$ cat config.mk
export PLATFORM = sky130hd
export DESIGN_NAME = ssihr_top
export DESIGN_NICKNAME = d
export VERILOG_FILES = /design/src/ssihr_pkg.sv /design/src/ssihr_top.sv
export VERILOG_INCLUDE_DIRS = /design/src
export SDC_FILE = /design/constraint.sdc
export NUM_CORES = 1
export LEC_CHECK = 0
export ABC_AREA = 1
export BUFFER_PORTS_ARGS = -buffer_cell sky130_fd_sc_hd__buf_2
export CORE_AREA = 2 2 149 259
export DETAILED_ROUTE_END_ITERATION = 6
export DIE_AREA = 0 0 151 261
export HOLD_SLACK_MARGIN = 0.06
export PLACE_DENSITY = 0.66
export SETUP_SLACK_MARGIN = 0.2
export SLEW_MARGIN = 10
export SYNTH_ARGS = -nofsm -noshare
export SYNTH_HDL_FRONTEND = slang
export SYNTH_SLANG_ARGS = --single-unit
$ cat constraint.sdc
create_clock -name aclk -period 2.7 [get_ports aclk]
set_input_delay 0.135 -clock aclk [delete_from_list [all_inputs] [get_ports aclk]]
set_output_delay 0.135 -clock aclk [all_outputs]
set_load 0.02 [all_outputs]
$ cat src/ssihr_regs.svh
// register offsets, field positions, reset values and sizes for the serial slave irq/host register group
// assumes a byte-addressed AXI4-Lite port with 8 address bits and 32-bit data
`ifndef SSIHR_REGS_SVH
`define SSIHR_REGS_SVH

`define SSIHR_ADDR_W 8
`define SSIHR_OFF_DATA 8'h00
`define SSIHR_OFF_CONFIG 8'h04
`define SSIHR_OFF_MASK 8'h08
`define SSIHR_OFF_RAW 8'h0C
`define SSIHR_OFF_MASKED 8'h10
`define SSIHR_OFF_CLEAR 8'h14
`define SSIHR_OFF_DMA 8'h18
`define SSIHR_OFF_TEST 8'h1C
`define SSIHR_OFF_HSTAT 8'h20
`define SSIHR_OFF_HOST_CONTROL_IN 8'h24
`define SSIHR_OFF_I2CDBG 8'h28
`define SSIHR_OFF_SPIDBG 8'h2C

`define SSIHR_BIT_OVERRUN 3
`define SSIHR_BIT_BREAK 2
`define SSIHR_BIT_TRANSMIT 1
`define SSIHR_BIT_RECEIVE 0
`define SSIHR_BIT_CTRL_EN 6
`define SSIHR_BIT_STAT_EN 5

`define SSIHR_RST_IRQ 4'h0
`define SSIHR_RST_I2CDBG 26'h000000E
`define SSIHR_RST_SPIDBG 24'h400000
`define SSIHR_IDLE_BYTE 8'hFF

`define SSIHR_FIFO_DEPTH 5'h08
`define SSIHR_PTR_W 4

`define SSIHR_RESP_OKAY 2'h0
`define SSIHR_RESP_SLVERR 2'h2

`endif

$ cat src/ssihr_pkg.sv
// types shared by the serial slave irq/host register group
// assumes nothing beyond the offsets header
package ssihr_pkg;
  typedef logic [3:0] ssihr_irq_type;
  typedef logic [7:0] ssihr_byte_type;
  typedef logic [3:0] ssihr_ptr_type;
  typedef logic [7:0] ssihr_addr_type;
endpackage

$ cat src/ssihr_top.sv
// interrupt, test and host-exchange registers of a combined serial slave, with a serial host link
// assumes an AXI4-Lite master on aclk and an external host driving link_sck/link_sel_n/link_mosi asynchronously
`timescale 1ns/10ps
`include "ssihr_regs.svh"
module ssihr_top
  import ssihr_pkg::*;
(
  input wire logic aclk,
  input wire logic aresetn,
  input wire logic [7:0] s_axi_awaddr,
  input wire logic s_axi_awvalid,
  output logic s_axi_awready,
  input wire logic [31:0] s_axi_wdata,
  input wire logic [3:0] s_axi_wstrb,
  input wire logic s_axi_wvalid,
  output logic s_axi_wready,
  output logic [1:0] s_axi_bresp,
  output logic s_axi_bvalid,
  input wire logic s_axi_bready,
  input wire logic [7:0] s_axi_araddr,
  input wire logic s_axi_arvalid,
  output logic s_axi_arready,
  output logic [31:0] s_axi_rdata,
  output logic [1:0] s_axi_rresp,
  output logic s_axi_rvalid,
  input wire logic s_axi_rready,
  input wire logic link_sck,
  input wire logic link_sel_n,
  input wire logic link_mosi,
  output logic link_miso,
  output logic link_miso_oe,
  output logic irq
);

  function automatic logic [31:0] apply_strb(input logic [31:0] old, input logic [31:0] nw, input logic [3:0] strb);
    logic [31:0] r;
    r = old;
    for (int i = 0; i < 4; i++)
    begin
      if (strb[i])
        r[i*8 +: 8] = nw[i*8 +: 8];
    end
    return r;
  endfunction

  function automatic logic known_addr(input ssihr_addr_type a);
    return a == `SSIHR_OFF_DATA || a == `SSIHR_OFF_CONFIG || a == `SSIHR_OFF_MASK || a == `SSIHR_OFF_RAW ||
           a == `SSIHR_OFF_MASKED || a == `SSIHR_OFF_CLEAR || a == `SSIHR_OFF_DMA || a == `SSIHR_OFF_TEST ||
           a == `SSIHR_OFF_HSTAT || a == `SSIHR_OFF_HOST_CONTROL_IN || a == `SSIHR_OFF_I2CDBG || a == `SSIHR_OFF_SPIDBG;
  endfunction

  // ----------------------------------------------------------------
  // state
  // ----------------------------------------------------------------
  logic aw_have_q, w_have_q, ar_have_q;
  ssihr_addr_type awaddr_q, araddr_q;
  logic [31:0] wdata_q;
  logic [3:0] wstrb_q;
  ssihr_irq_type mask_q, raw_q, raw_d;
  logic ctrl_en_q, stat_en_q;
  logic [3:0] host_stat_q;
  ssihr_byte_type host_ctrl_q;
  logic [25:0] i2c_dbg_q;
  logic [23:0] spi_dbg_q;
  ssihr_byte_type rx_mem [0:7];
  ssihr_byte_type tx_mem [0:7];
  ssihr_ptr_type rx_wp_q, rx_rp_q, tx_wp_q, tx_rp_q;
  logic sck_s1_q, sck_s2_q, sck_s3_q, sel_s1_q, sel_s2_q, sel_s3_q, mosi_s1_q, mosi_s2_q;
  logic [2:0] bit_cnt_q;
  logic first_q;
  ssihr_byte_type rx_shift_q, tx_shift_q;

  // ----------------------------------------------------------------
  // fifo status and link events
  // ----------------------------------------------------------------
  ssihr_ptr_type rx_cnt, tx_cnt;
  logic rx_empty, rx_full, tx_empty, tx_full;
  assign rx_cnt = rx_wp_q - rx_rp_q;
  assign tx_cnt = tx_wp_q - tx_rp_q;
  assign rx_empty = rx_cnt == 4'h0;
  assign tx_empty = tx_cnt == 4'h0;
  assign rx_full = {1'b0, rx_cnt} == `SSIHR_FIFO_DEPTH;
  assign tx_full = {1'b0, tx_cnt} == `SSIHR_FIFO_DEPTH;

  logic sel_fall, sel_rise, sck_rise, sck_fall, byte_done, cap_ctrl;
  logic link_push, link_pop, load_next, send_stat;
  ssihr_byte_type rx_byte, stat_byte, tx_next;
  ssihr_irq_type events;
  assign sel_fall = !sel_s2_q && sel_s3_q;
  assign sel_rise = sel_s2_q && !sel_s3_q;
  assign sck_rise = sck_s2_q && !sck_s3_q && !sel_s2_q;
  assign sck_fall = !sck_s2_q && sck_s3_q && !sel_s2_q;
  assign byte_done = sck_rise && bit_cnt_q == 3'h7;
  assign rx_byte = {rx_shift_q[6:0], mosi_s2_q};
  assign cap_ctrl = byte_done && first_q && ctrl_en_q;
  assign link_push = byte_done && !cap_ctrl && !rx_full;
  assign stat_byte = {host_stat_q, tx_full, tx_empty, rx_full, rx_empty};
  assign send_stat = sel_fall && stat_en_q;
  assign load_next = sel_fall || byte_done;
  assign link_pop = load_next && !send_stat && !tx_empty;
  assign tx_next = send_stat ? stat_byte : (tx_empty ? `SSIHR_IDLE_BYTE : tx_mem[tx_rp_q[2:0]]);
  // a frame that ends mid-character is reported as a break
  assign events[`SSIHR_BIT_OVERRUN] = byte_done && !cap_ctrl && rx_full;
  assign events[`SSIHR_BIT_BREAK] = sel_rise && bit_cnt_q != 3'h0;
  assign events[`SSIHR_BIT_TRANSMIT] = link_pop;
  assign events[`SSIHR_BIT_RECEIVE] = link_push;

  // ----------------------------------------------------------------
  // bus handshakes
  // ----------------------------------------------------------------
  logic aw_hs, w_hs, ar_hs, wr_go, rd_go, wr_on, bvalid_next, rvalid_next;
  // the fifo ports are single; software yields a cycle when the link uses the same port
  assign aw_hs = s_axi_awvalid && s_axi_awready;
  assign w_hs = s_axi_wvalid && s_axi_wready;
  assign ar_hs = s_axi_arvalid && s_axi_arready;
  assign wr_go = aw_have_q && w_have_q && !s_axi_bvalid && !(link_push && awaddr_q == `SSIHR_OFF_TEST);
  assign rd_go = ar_have_q && !s_axi_rvalid && !(link_pop && araddr_q == `SSIHR_OFF_TEST);
  assign wr_on = wr_go && wstrb_q[0];
  assign bvalid_next = wr_go || (s_axi_bvalid && !s_axi_bready);
  assign rvalid_next = rd_go || (s_axi_rvalid && !s_axi_rready);

  logic sw_rx_push, sw_rx_pop, sw_tx_push, sw_tx_pop;
  ssihr_irq_type clr;
  assign sw_rx_push = wr_on && awaddr_q == `SSIHR_OFF_TEST && !rx_full;
  assign sw_tx_pop = rd_go && araddr_q == `SSIHR_OFF_TEST && !tx_empty;
  assign sw_rx_pop = rd_go && araddr_q == `SSIHR_OFF_DATA && !rx_empty;
  assign sw_tx_push = wr_on && awaddr_q == `SSIHR_OFF_DATA && !tx_full;
  assign clr = (wr_on && awaddr_q == `SSIHR_OFF_CLEAR) ? wdata_q[3:0] : 4'h0;
  assign raw_d = (raw_q & ~clr) | events;

  always_ff @(posedge aclk)
  begin
    if (!aresetn)
    begin
      aw_have_q <= 1'b0;
      w_have_q <= 1'b0;
      awaddr_q <= 8'h00;
      wdata_q <= 32'h0;
      wstrb_q <= 4'h0;
      s_axi_awready <= 1'b0;
      s_axi_wready <= 1'b0;
      s_axi_bvalid <= 1'b0;
      s_axi_bresp <= `SSIHR_RESP_OKAY;
    end
    else
    begin
      if (aw_hs)
        awaddr_q <= s_axi_awaddr;
      if (w_hs)
      begin
        wdata_q <= s_axi_wdata;
        wstrb_q <= s_axi_wstrb;
      end
      aw_have_q <= aw_hs || (aw_have_q && !wr_go);
      w_have_q <= w_hs || (w_have_q && !wr_go);
      s_axi_awready <= !(aw_hs || (aw_have_q && !wr_go)) && !bvalid_next;
      s_axi_wready <= !(w_hs || (w_have_q && !wr_go)) && !bvalid_next;
      s_axi_bvalid <= bvalid_next;
      if (wr_go)
        s_axi_bresp <= known_addr(awaddr_q) ? `SSIHR_RESP_OKAY : `SSIHR_RESP_SLVERR;
    end
  end

  always_ff @(posedge aclk)
  begin
    if (!aresetn)
    begin
      ar_have_q <= 1'b0;
      araddr_q <= 8'h00;
      s_axi_arready <= 1'b0;
      s_axi_rvalid <= 1'b0;
      s_axi_rdata <= 32'h0;
      s_axi_rresp <= `SSIHR_RESP_OKAY;
    end
    else
    begin
      if (ar_hs)
        araddr_q <= s_axi_araddr;
      ar_have_q <= ar_hs || (ar_have_q && !rd_go);
      s_axi_arready <= !(ar_hs || (ar_have_q && !rd_go)) && !rvalid_next;
      s_axi_rvalid <= rvalid_next;
      if (rd_go)
      begin
        s_axi_rresp <= known_addr(araddr_q) ? `SSIHR_RESP_OKAY : `SSIHR_RESP_SLVERR;
        // reserved bits and the unused dma register read as zero
        unique case (araddr_q)
          `SSIHR_OFF_DATA: s_axi_rdata <= {24'h0, rx_empty ? 8'h00 : rx_mem[rx_rp_q[2:0]]};
          `SSIHR_OFF_CONFIG: s_axi_rdata <= {25'h0, ctrl_en_q, stat_en_q, 5'h00};
          `SSIHR_OFF_MASK: s_axi_rdata <= {28'h0, mask_q};
          `SSIHR_OFF_RAW: s_axi_rdata <= {28'h0, raw_q};
          `SSIHR_OFF_MASKED: s_axi_rdata <= {28'h0, raw_q & mask_q};
          `SSIHR_OFF_TEST: s_axi_rdata <= {24'h0, tx_empty ? 8'h00 : tx_mem[tx_rp_q[2:0]]};
          `SSIHR_OFF_HSTAT: s_axi_rdata <= {28'h0, host_stat_q};
          `SSIHR_OFF_HOST_CONTROL_IN: s_axi_rdata <= {24'h0, host_ctrl_q};
          `SSIHR_OFF_I2CDBG: s_axi_rdata <= {6'h0, i2c_dbg_q};
          `SSIHR_OFF_SPIDBG: s_axi_rdata <= {8'h0, spi_dbg_q};
          default: s_axi_rdata <= 32'h0;
        endcase
      end
    end
  end

  // ----------------------------------------------------------------
  // software registers
  // ----------------------------------------------------------------
  logic [31:0] wmerged;
  always_comb
  begin
    unique case (awaddr_q)
      `SSIHR_OFF_CONFIG: wmerged = apply_strb({25'h0, ctrl_en_q, stat_en_q, 5'h00}, wdata_q, wstrb_q);
      `SSIHR_OFF_HOST_CONTROL_IN: wmerged = apply_strb({24'h0, host_ctrl_q}, wdata_q, wstrb_q);
      `SSIHR_OFF_I2CDBG: wmerged = apply_strb({6'h0, i2c_dbg_q}, wdata_q, wstrb_q);
      `SSIHR_OFF_SPIDBG: wmerged = apply_strb({8'h0, spi_dbg_q}, wdata_q, wstrb_q);
      default: wmerged = apply_strb(32'h0, wdata_q, wstrb_q);
    endcase
  end

  always_ff @(posedge aclk)
  begin
    if (!aresetn)
    begin
      mask_q <= `SSIHR_RST_IRQ;
      ctrl_en_q <= 1'b0;
      stat_en_q <= 1'b0;
      host_stat_q <= 4'h0;
      i2c_dbg_q <= `SSIHR_RST_I2CDBG;
      spi_dbg_q <= `SSIHR_RST_SPIDBG;
    end
    else if (wr_go)
    begin
      if (awaddr_q == `SSIHR_OFF_MASK && wstrb_q[0])
        mask_q <= wdata_q[3:0];
      if (awaddr_q == `SSIHR_OFF_CONFIG)
      begin
        ctrl_en_q <= wmerged[`SSIHR_BIT_CTRL_EN];
        stat_en_q <= wmerged[`SSIHR_BIT_STAT_EN];
      end
      if (awaddr_q == `SSIHR_OFF_HSTAT && wstrb_q[0])
        host_stat_q <= wdata_q[3:0];
      if (awaddr_q == `SSIHR_OFF_I2CDBG)
        i2c_dbg_q <= wmerged[25:0];
      if (awaddr_q == `SSIHR_OFF_SPIDBG)
        spi_dbg_q <= wmerged[23:0];
    end
  end

  // host control: link capture takes precedence over a software write in the same cycle
  always_ff @(posedge aclk)
  begin
    if (!aresetn)
      host_ctrl_q <= 8'h00;
    else if (cap_ctrl)
      host_ctrl_q <= rx_byte;
    else if (wr_go && awaddr_q == `SSIHR_OFF_HOST_CONTROL_IN)
      host_ctrl_q <= wmerged[7:0];
  end

  // ----------------------------------------------------------------
  // interrupts
  // ----------------------------------------------------------------
  always_ff @(posedge aclk)
  begin
    if (!aresetn)
    begin
      raw_q <= `SSIHR_RST_IRQ;
      irq <= 1'b0;
    end
    else
    begin
      raw_q <= raw_d;
      irq <= |(raw_q & mask_q);
    end
  end

  // ----------------------------------------------------------------
  // fifos
  // ----------------------------------------------------------------
  always_ff @(posedge aclk)
  begin
    if (!aresetn)
    begin
      rx_wp_q <= 4'h0;
      rx_rp_q <= 4'h0;
      tx_wp_q <= 4'h0;
      tx_rp_q <= 4'h0;
    end
    else
    begin
      if (link_push || sw_rx_push)
      begin
        rx_mem[rx_wp_q[2:0]] <= link_push ? rx_byte : wdata_q[7:0];
        rx_wp_q <= rx_wp_q + 4'h1;
      end
      if (sw_rx_pop)
        rx_rp_q <= rx_rp_q + 4'h1;
      if (sw_tx_push)
      begin
        tx_mem[tx_wp_q[2:0]] <= wdata_q[7:0];
        tx_wp_q <= tx_wp_q + 4'h1;
      end
      if (link_pop || sw_tx_pop)
        tx_rp_q <= tx_rp_q + 4'h1;
    end
  end

  // ----------------------------------------------------------------
  // host link, mode 0, msb first
  // ----------------------------------------------------------------
  always_ff @(posedge aclk)
  begin
    if (!aresetn)
    begin
      sck_s1_q <= 1'b0;
      sck_s2_q <= 1'b0;
      sck_s3_q <= 1'b0;
      sel_s1_q <= 1'b1;
      sel_s2_q <= 1'b1;
      sel_s3_q <= 1'b1;
      mosi_s1_q <= 1'b0;
      mosi_s2_q <= 1'b0;
    end
    else
    begin
      sck_s1_q <= link_sck;
      sck_s2_q <= sck_s1_q;
      sck_s3_q <= sck_s2_q;
      sel_s1_q <= link_sel_n;
      sel_s2_q <= sel_s1_q;
      sel_s3_q <= sel_s2_q;
      mosi_s1_q <= link_mosi;
      mosi_s2_q <= mosi_s1_q;
    end
  end

  always_ff @(posedge aclk)
  begin
    if (!aresetn)
    begin
      bit_cnt_q <= 3'h0;
      first_q <= 1'b0;
      rx_shift_q <= 8'h00;
      tx_shift_q <= `SSIHR_IDLE_BYTE;
      link_miso <= 1'b1;
      link_miso_oe <= 1'b0;
    end
    else
    begin
      link_miso_oe <= !sel_s2_q;
      if (sel_fall)
      begin
        bit_cnt_q <= 3'h0;
        first_q <= 1'b1;
        link_miso <= tx_next[7];
      end
      else if (sck_rise)
      begin
        bit_cnt_q <= bit_cnt_q + 3'h1;
        rx_shift_q <= rx_byte;
        if (byte_done)
          first_q <= 1'b0;
      end
      else if (sck_fall)
        link_miso <= tx_shift_q[3'h7 - bit_cnt_q];
      if (load_next)
        tx_shift_q <= tx_next;
    end
  end
endmodule

# Yosys cells after proc, flatten, opt, wreduce, memory -nomap -nowiden
# Memories as Yosys holds them, arrays and structs flattened. A register that Yosys moved wholly into a read port is not among the register bits.
# Index checks and enable logic that the tools add are counted.
[classes]
shifts = 0
reduce_logical = 120
n_eq_ne = 27
add_sub_neg = 8
n_div = 0
order_cmp = 1
multipliers = 0
bitwise_logic = 6
n_mux = 43
[op_table]
columns = ["cell", "n"]
rows = [
  ["one-hot mux 26 bit (10 select lines)", 1],
  ["two-way mux 8 bit", 18],
  ["one-hot mux 26 bit (4 select lines)", 1],
  ["equality test 8 x 5 -> 1 bit, second input constant", 8],
  ["equality test 8 x 6 -> 1 bit, second input constant", 8],
  ["logical AND 1 bit", 47],
  ["equality test 8 x 4 -> 1 bit, second input constant", 4],
  ["logical OR 1 bit", 30],
  ["logical NOT 1 bit", 23],
  ["adder 4 x 1 -> 4 bit, second input constant", 4],
  ["equality test 8 x 3 -> 1 bit, second input constant", 2],
  ["logical NOT 8 bit", 2],
  ["AND reduction 2 bit", 8],
  ["two-way mux 1 bit", 13],
  ["two-way mux 3 bit", 4],
  ["AND 4 bit", 2],
  ["equality test 4 bit, second input constant", 2],
  ["logical NOT 4 bit", 2],
  ["two-way mux 2 bit", 4],
  ["nonzero test 2 bit", 4],
  ["subtractor 4 bit", 2],
  ["< comparator 3 x 4 -> 1 bit, second input constant", 1],
  ["two-way mux 4 bit", 1],
  ["!= test 2 bit, second input constant", 2],
  ["other kinds (11)", 12],
]
[word_totals]
mem_bits_ro = 0
latch_bits = 0
memories = 2
inputBits = 62
out_inout_bits = 44
ramBits = 128
ff_bits = 208
elab_cells = 250
[mem_list]
columns = ["name", "depth", "word_bits", "read_ports", "rd_clocked_by_memory_dff", "write_ports", "line_no", "source"]
rows = [
  ["rx_mem", 8, 8, 1, 1, 1, "ssihr_top.sv:65", "ssihr_byte_type rx_mem [0:7];"],
  ["tx_mem", 8, 8, 1, 1, 1, "ssihr_top.sv:66", "ssihr_byte_type tx_mem [0:7];"],
]

# Logic depth before layout (Yosys ltp)
# Gate-level depths: netlist (run 1).
[logic_depth]
depth_word = 19
ltp_mapped = 17
depth_no_buf = 17

# Worst setup path before layout (run 1)
# No wires, ideal clock.
[synth_timing]
path_type = "register to register"
startpoint = "reg rx_wp_q[2]"
endpoint = "mem tx_mem[6][0] (netlist bit) (enable)"
setup_ns = 0.383
period_less_slack_ns = 2.689
required_time_ns = 2.317
stages_incl_launch_ff = 12
arrival_time_ns = 2.306
setup_slack_ns = 0.011
path_cell_list = "dfxtp_1 ha_1 or2_1 nand2_1 nand2_1 nand2_2 nand2_2 nand3_2 nand3_1 nor2_4 nand2_1 nor3_1"
[synth_via]
elab_chain_len = 13
[synth_rtl]
columns = ["element", "line_no", "source"]
rows = [
  ["start: declaration", "ssihr_top.sv:67", "ssihr_ptr_type rx_wp_q, rx_rp_q, tx_wp_q, tx_rp_q;"],
  ["start signal: assignment", "ssihr_top.sv:292", "rx_wp_q <= rx_wp_q + 4'h1;"],
  ["subtractor 4 bit", "ssihr_top.sv:78", "assign rx_cnt = rx_wp_q - rx_rp_q;"],
  ["equality test 4 bit (no line)", "--", ""],
  ["logical NOT 1 bit", "ssihr_top.sv:96", "assign link_push = byte_done && !cap_ctrl && !rx_full;"],
  ["logical AND 1 bit", "ssihr_top.sv:96", ""],
  ["logical AND 1 bit (no line)", "--", ""],
  ["logical NOT 1 bit", "ssihr_top.sv:116", "assign wr_go = aw_have_q && w_have_q && !s_axi_bvalid && !(link_push && awaddr_q == `SSIHR_OFF_TEST);"],
  ["logical AND 1 bit", "ssihr_top.sv:116", ""],
  ["logical AND 1 bit", "ssihr_top.sv:118", "assign wr_on = wr_go && wstrb_q[0];"],
  ["logical AND 1 bit (no line)", "--", ""],
  ["logical AND 1 bit", "ssihr_top.sv:127", "assign sw_tx_push = wr_on && awaddr_q == `SSIHR_OFF_DATA && !tx_full;"],
  ["two-way mux 1 bit", "ssihr_top.sv:296", "if (sw_tx_push)"],
  ["two-way mux 1 bit", "ssihr_top.sv:280", "if (!aresetn)"],
  ["two-way mux 1 bit (implied by the code)", "ssihr_top.sv:298", "tx_mem[tx_wp_q[2:0]] <= wdata_q[7:0];"],
  ["end: declaration", "ssihr_top.sv:66", ""],
]
# Every way passes these cells.

# Final worst setup path (run 1)
[layout_timing]
startpoint = "reg rx_rp_q[1]"
endpoint = "mem rx_mem[2][4] (netlist bit) (enable)"
[layout_via]
elab_chain_len = 14
[layout_rtl]
columns = ["element", "line_no", "source"]
rows = [
  ["start: declaration", "ssihr_top.sv:67", ""],
  ["start signal: assignment", "ssihr_top.sv:295", "rx_rp_q <= rx_rp_q + 4'h1;"],
  ["subtractor 4 bit *", "ssihr_top.sv:78", ""],
  ["equality test 4 bit (no line) *", "--", ""],
  ["logical NOT 1 bit *", "ssihr_top.sv:96, ssihr_top.sv:124", ""],
  ["logical AND 1 bit", "ssihr_top.sv:96", ""],
  ["logical AND 1 bit (no line)", "--", ""],
  ["logical NOT 1 bit", "ssihr_top.sv:116", ""],
  ["logical AND 1 bit", "ssihr_top.sv:116", ""],
  ["logical AND 1 bit", "ssihr_top.sv:118", ""],
  ["logical AND 1 bit (no line)", "--", ""],
  ["logical AND 1 bit", "ssihr_top.sv:124", "assign sw_rx_push = wr_on && awaddr_q == `SSIHR_OFF_TEST && !rx_full;"],
  ["logical OR 1 bit *", "ssihr_top.sv:289", "if (link_push || sw_rx_push)"],
  ["two-way mux 1 bit *", "ssihr_top.sv:289", ""],
  ["two-way mux 1 bit *", "ssihr_top.sv:280", ""],
  ["two-way mux 1 bit *", "ssihr_top.sv:291", "rx_mem[rx_wp_q[2:0]] <= link_push ? rx_byte : wdata_q[7:0];"],
  ["end: declaration", "ssihr_top.sv:65", ""],
]
# Every way passes the cells marked *; elsewhere a longest branch is shown, timed or not.

==> qor.yml, run 1 <==
outcome:
  status: "finished, final reports clean"
synthesis:
  ys_types: 50
  synth_seq_cells: 334
  ys_seq_area_share_pct: 54.1
  synthArstFlopShare_pct: 0
  syn-mean-instance-area_um2: 8.24
  yosysWarnings: 0
  netlist_instances: 1788
  ys.flop_type: "dfxtp_1"
  synth_edf_count: 128
  synthesis.area_um2: 14700
power:
  p_int_mw: 7.92
  p_per_area_nw_per_um2: 587
  switching_share_pct: 23.6
  clockPowerShare_pct: 41.3
  pwr-share-comb_pct: 6.7
  ir_drop_v: 0.000497
  p_leak_nw: 7.14
  power_frac_seq_pct: 52.0
  p_sw_mw: 2.44
floorplan:
  dieArea_um2: 39400
  ios: 106
  die_y_um: 261
  fp.dieW_um: 151
  num_rows: 94
  start_util_pct: 39.4
  core_area_um2: 37400
global_routing:
  antenna_found_initial: 0
  first_global_vias: 12500
  grt_use_total_pct: 21.4
  grt_overflow: 0
  grt_pass1_wl_um: 65700
  grt_max_degree: 45
setup_path:
  start_kind: "flip-flop"
  path_buf_inv: 4
  cpMaxStageDelayCell: "dfxtp_1"
  cp_max_fo: 12
  path_cells: "inv_1, ha_1, nand2_2, nand2_1, nand2_1, nand2_1, nand2_2, nand2_4, nand2_1, buf_6, buf_4, nand2_8, nand2_8, nor3_4, buf_6"
  cp-end-kind: "flip-flop"
  crit_arrival_ns: 2.61
  critPathMaxStageDelay_ns: 0.34
  path_common_cell: "nand2_1"
  required_ns: 2.97
  path_class: "flip-flop to flip-flop"
  crit_family: "simple AND/OR/NAND/NOR gates"
timing:
  slew_violations: 0
  fin_crit_ns: 2.33
  tightest_slew_ns: 0.837
  tns_ns: 0
  hold_viol: 0
  slew_headroom_pct: 44.1
  rsz0062_at_grt: "false"
  finClkSkew_ns: 0.0384
  fmax_mhz: 429
  finalCritPeriodShare_pct: 86.4
  finalSetupViolations: 0
flow_run:
  max-cap-violations: 0
route:
  final_antenna_net_count: 0
  num_vias: 12800
  drc: 0
  wl_per_cell_um: 17.2
  wl_um: 42400
  drt-vias-per-instance: 5.20
  first_iter_violations: 906
  drt_pass1_iterations: 5
clock_tree:
  cts.clk_slew.worst_paths_ns: 0.07
  cts_tree: "yes"
  cts-root-buf: "clkbuf_16"
  cts.sinks: 334
  clockBufferDepth: 3
  clock_latency_ns: 0.59
  cts_buffers: 28
  ctsHtreeMaxLevel: 1
placed_design:
  port_buffers: 91
  gp_congestion: 0.921
  dpl-instance-area_um2: 16000
  hpwl_um: 30700
final_layout:
  fin_area_um2: 17600
  nNetsFinal: 2031
  syn_to_final_growth_pct: 19.8
  drive_gt1_share_pct: 14.7
worst_hold_path:
  hold_class: "input pin to flip-flop"
-- per-stage QoR --
stage	cells	utilization (%)	setup WS, ns	hold slack [ns]	power (mW)
5_1_grt	2458	47.2	0.214	0.167	10.7
3_5_place_dp	2349	42.7	0.129	0.332	6.13
4_1_cts	2456	46.8	0.191	0.110	10.4
3_3_place_gp	2349	42.7	0.214	0.326	6.12
6_report	2459	47.2	0.368	0.134	10.4
2_1_floorplan	1795	-	0.129	0.233	5.90
-- worst paths after layout --
check	end	cells after the start	from	slack [ns]
worst min register to register	sel_s2_q	1	sel_s1_q	0.43
worst max-delay path	rx_mem[2][4]	15	rx_rp_q[1]	0.37
worst max register to register	rx_mem[2][4]	15	rx_rp_q[1]	0.37
worst min-delay path	araddr_q[5]	3	s_axi_arvalid	0.13
-- layout make-up --
cell class,count,area (um^2)
Antenna cell,1,2.50
Clock buffer,34,797
Clock inverter,18,178
Fill cell,3608,19800
Inverter,159,607
Multi-Input combinational cell,1212,5870
Sequential cell,334,7970
Tap cell,480,601
Timing Repair Buffer,221,1610
-- timing repair --
item / CTS / global route
setup buffers: 0 / 2
pin swaps: 0 / 6
endpoints found under the setup margin: 72 / 191
hold buffers: 55 / 0
gates resized for setup: 8 / 30
endpoints found under the hold margin: 63 / 0
-- tightest hold or removal path, cell delays in order --
cell and delay (ns):
buf_2 0.11, nand2_1 0.31, a21oi_1 0.12
-- synthesized netlist by cell type (2+ instances only) --
cell type / instances / share of area (%)
o21bai_1: 4 / 0.20
nor2_4: 6 / 0.46
a22o_1: 5 / 0.30
clkinv_1: 4 / 0.10
o221ai_1: 10 / 0.59
a31oi_1: 6 / 0.25
inv_2: 9 / 0.23
o211ai_1: 5 / 0.25
dfxtp_1: 206 / 28
xor2_1: 2 / 0.12
nand3_2: 4 / 0.27
o21ai_0: 155 / 5.3
buf_4: 15 / 0.76
ha_1: 13 / 1.1
edfxtp_1: 128 / 26
nand3b_1: 2 / 0.10
nand4_1: 14 / 0.59
buf_6: 4 / 0.31
nand2_4: 6 / 0.46
a21oi_1: 148 / 5.0
nand2_2: 8 / 0.34
nor2_2: 6 / 0.25
o22ai_1: 22 / 0.93
buf_1: 3 / 0.076
nor2_1: 208 / 5.3
inv_1: 144 / 3.7
or2_2: 4 / 0.17
a21boi_0: 3 / 0.15
nor3_1: 9 / 0.31
nand3_1: 144 / 4.9
buf_2: 13 / 0.44
xnor2_1: 3 / 0.18
nand2_1: 395 / 10
clkbuf_1: 54 / 1.4
o21ai_1: 11 / 0.37
-- layer usage --
metal	global-route usage, %	wire length, um
met5	0	0
met4	13.5	2860
met3	2.02	1660
met2	41.2	22800
met1	21.7	15000
-- flip-flops by register name (all words and copies together) (netlist names), 8 cells and up, named ones only --
name	count
s_axi_rdata	26
spi_dbg_q	24
tx_mem	64
wdata_q	26
tx_shift_q	8
awaddr_q	8
i2c_dbg_q	26
araddr_q	8
rx_mem	64
host_ctrl_q	8
-- cell usage in the layout, fill, tap and decap left out, types with 30 or more instances in the layout --
| master | Yosys | routed |
|---|---|---|
| buf_2 | 13 | 90 |
| dfxtp_1 | 206 | 201 |
| buf_4 | 15 | 70 |
| o21ai_0 | 155 | 152 |
| edfxtp_1 | 128 | 128 |
| inv_1 | 144 | 143 |
| nor2_1 | 208 | 204 |
| a21oi_1 | 148 | 147 |
| clkbuf_16 | 0 | 30 |
| nand3_1 | 144 | 142 |
| nand2_1 | 395 | 390 |
| dlygate4sd3_1 | 0 | 55 |
-- power groups by stage --
stage | Combinational (mW) | Clock [mW] | Sequential [mW]
CTS | 0.690 | 4.34 | 5.39
global route | 0.769 | 4.52 | 5.40
finish | 0.695 | 4.28 | 5.39
global placement | 0.613 | 0 | 5.50
floorplan | 0.401 | 0 | 5.50
detailed placement | 0.624 | 0 | 5.51
-- cell families (layout without fill, tap and decap cells) --
group / Yosys count / after routing / synth area share (%)
xor+xnor: 5 / 5 / 0.297
buf+inv: 249 / 432 / 7.10
compound gates: 375 / 375 / 13.8
mux: 1 / 1 / 0.0765
other cells: 1 / 9 / 0.0255
simple gates: 810 / 810 / 23.5
flops: 334 / 334 / 54.1
fa+ha+maj: 13 / 13 / 1.10
Note: power is estimated with default switching activity, not from simulation.
==> inputs of run 2 (changes only) <==
- PLACE_DENSITY: 0.66 -> 0.64
- clock period: 2.7 -> 2.28 ns (I/O delays scaled with it)
==> run 2 against run 1 <==
The flow now finishes with violations (design-rule violations). Hold slack got worse by 0.056 ns. Clock skew decreased by 0.0027 ns. Cell count increased by 3.5%. Total power increased by 22%. Critical path depth decreased by 2. First-iteration DRC count decreased by 19%. Die area unchanged. Clock power increased by 22%. Utilization increased by 6.2 points. Sequential cell count unchanged. Non-clock buffer count increased by 76. Register-to-register slack got worse by 0.34 ns. Critical endpoint is now rx_mem[7][1]. Highest routed layer unchanged.
==> qor.yml, run 2 (synthesized netlist as in run 1, its figures left out) <==
power:
  switching_share_pct: 24.2  # +0.65 points
  pwr-share-comb_pct: 7.8  # +1.1 points
  p_int_mw: 9.55  # +21%
  p_sw_mw: 3.05  # +25%
  p_per_area_nw_per_um2: 631  # +7.5%
  power_frac_seq_pct: 50.7  # -1.3 points
  p_leak_nw: 7.97  # +12%
  clockPowerShare_pct: 41.5  # +0.2 points
  ir_drop_v: 0.000565  # +14%
timing:
  rsz0062_at_grt: "true"
  hold_slack_ns: 0.0778  # -0.0560 ns
  finalSetupViolations: 0  # unchanged
  tightest_slew_ns: 0.805  # -0.0323 ns
  slew_headroom_pct: 46.3  # +2.2 points
  slew_violations: 0  # unchanged
  finalCritPeriodShare_pct: 99.0  # +13 points
  hold_viol: 0  # unchanged
  fmax_mhz: 443  # +3.3%
  fin_crit_ns: 2.26  # -0.0755 ns
  finClkSkew_ns: 0.0357  # -0.00271 ns
clock_tree:
  cts-root-buf: "clkbuf_16"
  cts.clk_slew.worst_paths_ns: 0.07  # about the same
  clockBufferDepth: 3  # unchanged
  cts.sinks: 334  # unchanged
  cts_tree: "yes"
  clock_latency_ns: 0.60  # about the same
  cts_buffers: 30  # +7.1%
  ctsHtreeMaxLevel: 1  # unchanged
setup_path:
  path_class: "flip-flop to flip-flop"
  path_common_cell: "nand2_2"
  critPathMaxStageDelay_ns: 0.34  # about the same
  path_cells: "inv_2, ha_4, buf_4, nand3_2, nand2_2, nor2_4, a21boi_2, nand4_1, nand2_2, buf_6, inv_4, nor3_4, buf_12"
  cp_max_fo: 8  # -4
  path_buf_inv: 5  # +1
  crit_arrival_ns: 2.57  # -0.04 ns
  start_kind: "flip-flop"
  crit_family: "simple AND/OR/NAND/NOR gates"
  required_ns: 2.59  # -0.38 ns
  cpMaxStageDelayCell: "dfxtp_2"
  cp-end-kind: "flip-flop"
floorplan:
  num_rows: 94  # unchanged
  dieArea_um2: 39400  # unchanged
  start_util_pct: 39.4  # unchanged
  ios: 106  # unchanged
  core_area_um2: 37400  # unchanged
  die_y_um: 261  # unchanged
  fp.dieW_um: 151  # unchanged
route:
  drt_pass1_iterations: 7  # +2
  final_antenna_net_count: 0  # unchanged
  num_vias: 13400  # +4.6%
  drt-vias-per-instance: 5.26  # +1.1%
  wl_per_cell_um: 18.3  # +6.3%
  drc: 10  # +10
  wl_um: 46600  # +9.9%
  first_iter_violations: 731  # -19%
flow_run:
  max-cap-violations: 0  # unchanged
placed_design:
  port_buffers: 91  # unchanged
  dpl-instance-area_um2: 16400  # +3.0%
  hpwl_um: 31200  # +1.4%
  gp_congestion: 0.897  # -2.6%
final_layout:
  fin_area_um2: 20000  # +13%
  nNetsFinal: 2115  # +4.1%
  layout_commonest_cell: "nand2_1"
  n_antenna_cell: 0  # -1
  final_cell_mix: "nand2_1, dfxtp_1, nor2_1"
  fillers: 3313  # -8.2%
  drive_gt1_share_pct: 26.9  # +12 points
  syn_to_final_growth_pct: 35.6
global_routing:
  grt_overflow: 0  # unchanged
  grt_max_degree: 99  # +120%
  grt_use_total_pct: 22.2  # +0.82 points
  antenna_found_initial: 0  # unchanged
  first_global_vias: 12700  # +1.4%
  grt_pass1_wl_um: 67600  # +2.9%
outcome:
  violations: "design-rule violations"
  status: "finished, violations left"
worst_hold_path:
  hold_class: "input pin to flip-flop"
-- run 2: worst paths after layout --
check               startpoint  slack, ns            to  depth (start not counted)
hold reg to reg      mosi_s1_q       0.43     mosi_s2_q                          2
setup / recovery    rx_rp_q[2]       0.02  rx_mem[7][1]                         13
hold / removal    s_axi_wvalid       0.08    wdata_q[6]                          5
setup reg to reg    rx_rp_q[2]       0.02  rx_mem[7][1]                         13
-- run 2: timing repair --
action | CTS | global route
setup endpoints to repair | 213 | 317
setup buffers | 20 | 21
pin swaps | 40 | 61
hold buffers | 59 | 0
hold endpoints to repair | 60 | 0
resized for setup | 119 | 241
gates cloned | 9 | 6
-- run 2: power groups by stage --
stage	registers [mW]	clock network (mW)	logic (mW)
6_report	6.39	5.22	0.986
5_1_grt	6.40	5.45	1.07
4_1_cts	6.39	5.28	0.882
3_5_place_dp	6.52	0	0.772
3_3_place_gp	6.52	0	0.759
2_1_floorplan	6.51	0	0.478
-- run 2: worst reg2reg max path: stages (launching register included) --
cell and delay [ns]:
dfxtp_2 0.34, inv_2 0.04, ha_4 0.25, buf_4 0.12, nand3_2 0.10, nand2_2 0.10, nor2_4 0.05, a21boi_2 0.13
nand4_1 0.16, nand2_2 0.21, buf_6 0.14, inv_4 0.04, nor3_4 0.14, buf_12 0.15
-- run 2: cell type report --
cell class	instances	area [um^2]	share of cell area, %
Tap cell	480	601	3.01
Timing Repair inverter	1	30.0	0.150
Inverter	159	642	3.22
Multi-Input combinational cell	1217	7040	35.2
Clock buffer	39	856	4.29
Timing Repair Buffer	297	2650	13.3
Clock inverter	17	165	0.827
Sequential cell	334	7990	40.0
-- run 2: layer usage --
layer | vias up | wire length, um | GRT usage (%)
met5 | - | 0 | 0
met4 | 0 | 3970 | 16.1
met3 | 185 | 1750 | 2.56
met2 | 401 | 24800 | 42.1
met1 | 6335 | 16100 | 21.9
li1 | 6470 | - | -
-- run 2: stage by stage --
| step | total power, mW | TNS (ns) | std cells | setup slack [ns] | utilization, % |
|---|---|---|---|---|---|
| 4_1_cts | 12.6 | 0 | 2517 | 0.00473 | 50.1 |
| 2_1_floorplan | 6.98 | 0 | 1795 | 0.0857 | - |
| 6_report | 12.6 | 0 | 2544 | 0.0233 | 53.4 |
| 3_3_place_gp | 7.28 | 0 | 2373 | 0.000570 | 43.9 |
| 3_5_place_dp | 7.29 | -0.0750 | 2373 | -0.00961 | 43.9 |
| 5_1_grt | 12.9 | -3.75 | 2544 | -0.0837 | 53.4 |
==> inputs of run 3 (changes only) <==
- REMOVE_ABC_BUFFERS: not set -> 1
- SETUP_SLACK_MARGIN: 0.2 -> not set
==> run 3 against run 2 <==
The flow now finishes without violations. Cell count fell by 1.4%. Global-route usage down 0.64 points. Hold slack better by 0.027 ns. First-iteration DRC count increased by 5.5%. Total power is 0.61% lower. Non-clock buffer count fell by 29.
==> qor.yml, run 3 (synthesized netlist as in run 1, its figures left out) <==
floorplan:
  num_rows: 94  # unchanged
  ios: 106  # unchanged
  die_y_um: 261  # unchanged
  core_area_um2: 37400  # unchanged
  dieArea_um2: 39400  # unchanged
  fp.dieW_um: 151  # unchanged
  start_util_pct: 39.4  # unchanged
clock_tree:
  cts-root-buf: "clkbuf_16"
  clock_latency_ns: 0.59  # about the same
  ctsHtreeMaxLevel: 1  # unchanged
  cts_tree: "yes"
  cts.clk_slew.worst_paths_ns: 0.07  # about the same
  cts.sinks: 334  # unchanged
  clockBufferDepth: 3  # unchanged
  cts_buffers: 30  # unchanged
setup_path:
  regToRegStartpoint: "rx_rp_q[1]"
  path_buf_inv: 4  # -1
  start_kind: "flip-flop"
  crit_path_end: "rx_mem[7][1]"
  cp.depth: 12  # -1
  path_class: "flip-flop to flip-flop"
  cp-end-kind: "flip-flop"
  required_ns: 2.57  # -0.02 ns
  crit_family: "simple AND/OR/NAND/NOR gates"
  critical_path.startpoint: "rx_rp_q[1]"
  cp_max_fo: 8  # unchanged
  cpMaxStageDelayCell: "dfxtp_2"
  regToRegEndpoint: "rx_mem[7][1]"
  crit_arrival_ns: 2.55  # -0.02 ns
  path_cells: "inv_2, ha_4, nand2_4, a21oi_1, nor2_2, a21boi_2, nand4_1, nand2_2, buf_6, inv_4, nor3_2, buf_4"
  ff2ff_path_depth: 12  # -1
  critPathMaxStageDelay_ns: 0.35  # about the same
  rrSetupSlack_ns: 0.02  # about the same
timing:
  finalSetupViolations: 0  # unchanged
  hold_viol: 0  # unchanged
  finalCritPeriodShare_pct: 99.0  # about the same
  slew_headroom_pct: 56.4  # +10 points
  worst_slack_ns: 0.0226  # -0.000700 ns
  finClkSkew_ns: 0.0286  # -0.00714 ns
  rsz0062_at_grt: "true"
  fmax_mhz: 443  # about the same
  slew_violations: 0  # unchanged
  tightest_slew_ns: 0.647  # -0.158 ns
  fin_crit_ns: 2.26  # +0.000700 ns
worst_hold_path:
  hold_class: "input pin to flip-flop"
placed_design:
  port_buffers: 91  # unchanged
  dp_slack_ns: -0.123  # -0.114 ns
  dpl-instance-area_um2: 16200  # -1.3%
  gp_congestion: 0.916  # +2.1%
  hpwl_um: 31000  # -0.57%
route:
  first_iter_violations: 771  # +5.5%
  wl_per_cell_um: 17.1  # -6.8%
  drt-vias-per-instance: 5.15  # -2.1%
  final_antenna_net_count: 0  # unchanged
  drt_pass1_iterations: 5  # -2
  drc: 0  # -10
  num_vias: 12900  # -3.4%
  wl_um: 42800  # -8.1%
global_routing:
  first_global_vias: 12600  # -1.0%
  grt_use_total_pct: 21.6  # -0.64 points
  antenna_found_initial: 0  # unchanged
  grt_max_degree: 38  # -62%
  grt_pass1_wl_um: 66100  # -2.3%
  grt_overflow: 0  # unchanged
power:
  total_power_mw: 12.5  # -0.61%
  ir_drop_v: 0.000635  # +12%
  p_leak_nw: 7.37  # -7.5%
  p_per_area_nw_per_um2: 690  # +9.3%
final_layout:
  n_antenna_cell: 0  # unchanged
  final_cell_mix: "nand2_1, nor2_1, dfxtp_1"
  fin_area_um2: 18200  # -9.0%
  layout_commonest_cell: "nand2_1"
  fillers: 3534  # +6.7%
  syn_to_final_growth_pct: 23.3
  nNetsFinal: 2080  # -1.7%
  drive_gt1_share_pct: 17.9  # -9.0 points
flow_run:
  max-cap-violations: 0  # unchanged
outcome:
  status: "finished, final reports clean"
run 3: changes by cell type in the layout (fill, tap and decap cells not counted), moves of 14 or more:
cell / previous run / this run
a21oi_1: 107 / 148
a21oi_2: 39 / 0
buf_12: 17 / 3
buf_4: 87 / 108
buf_6: 34 / 9
nand2_1: 356 / 382
nand2_4: 21 / 7
nand3_1: 119 / 141
nor2_1: 173 / 201
nor2_4: 35 / 7
o21ai_0: 115 / 155
o21ai_2: 33 / 0
run 3: per-layer routing:
metal,global-route usage [%],vias up,wire [um]
met5,0,-,0
met4,12.8,0,2580
met3,2.37,122,1820
met2,40.3,385,22600
met1,23.0,6041,15800
li1,-,6384,-
run 3: tightest hold or removal path, stage by stage:
cell     delay [ns]
buf_2          0.10
nand2_1        0.07
inv_1          0.17
nor2_1         0.13
nor2_1         0.05
run 3: metrics by stage:
stage	TNS, ns	hold WS (ns)	util [%]	cells
after floorplan	-31.22	0.198	-	1705
after global placement	-2.26	0.304	43.4	2386
after detailed placement	-4.44	0.307	43.4	2386
after CTS	0	0.0919	47.9	2502
after global routing	-6.05	0.122	48.6	2509
final	0	0.105	48.6	2509
run 3: worst min-delay path by stage:
| stage | start | end | slack [ns] | cells after the start |
|---|---|---|---|---|
| floorplan | aresetn | i2c_dbg_q[3] | 0.20 | 1 |
| detailed placement | link_sel_n | sel_s1_q | 0.31 | 2 |
| finish | s_axi_wvalid | wdata_q[21] | 0.10 | 5 |
| global placement | link_sel_n | sel_s1_q | 0.30 | 2 |
| CTS | s_axi_wvalid | wdata_q[21] | 0.09 | 5 |
| global route | s_axi_wvalid | wdata_q[21] | 0.12 | 5 |
run 3: power by group:
part	switching [mW]	internal [mW]
logic	0.588	0.322
registers	0.0741	6.30
clock network	2.31	2.93
run 3: cell type report:
class / instances / area (um^2) / area share [%]
flip-flops and latches: 334 / 7980 / 43.9
well taps: 480 / 601 / 3.31
repair buffers: 268 / 2000 / 11.0
multi-input cells: 1212 / 5940 / 32.7
inverters: 159 / 607 / 3.34
clock buffers: 37 / 827 / 4.55
clock inverters: 19 / 201 / 1.11
run 3: timing repair:
| action | 4_1_cts | 5_1_grt |
|---|---|---|
| hold endpoints to repair | 58 | 0 |
| setup endpoints to repair | 108 | 252 |
| hold buffers | 58 | 0 |
| pin swaps | 10 | 21 |
| gates resized for setup | 20 | 52 |
| setup buffers | 2 | 7 |
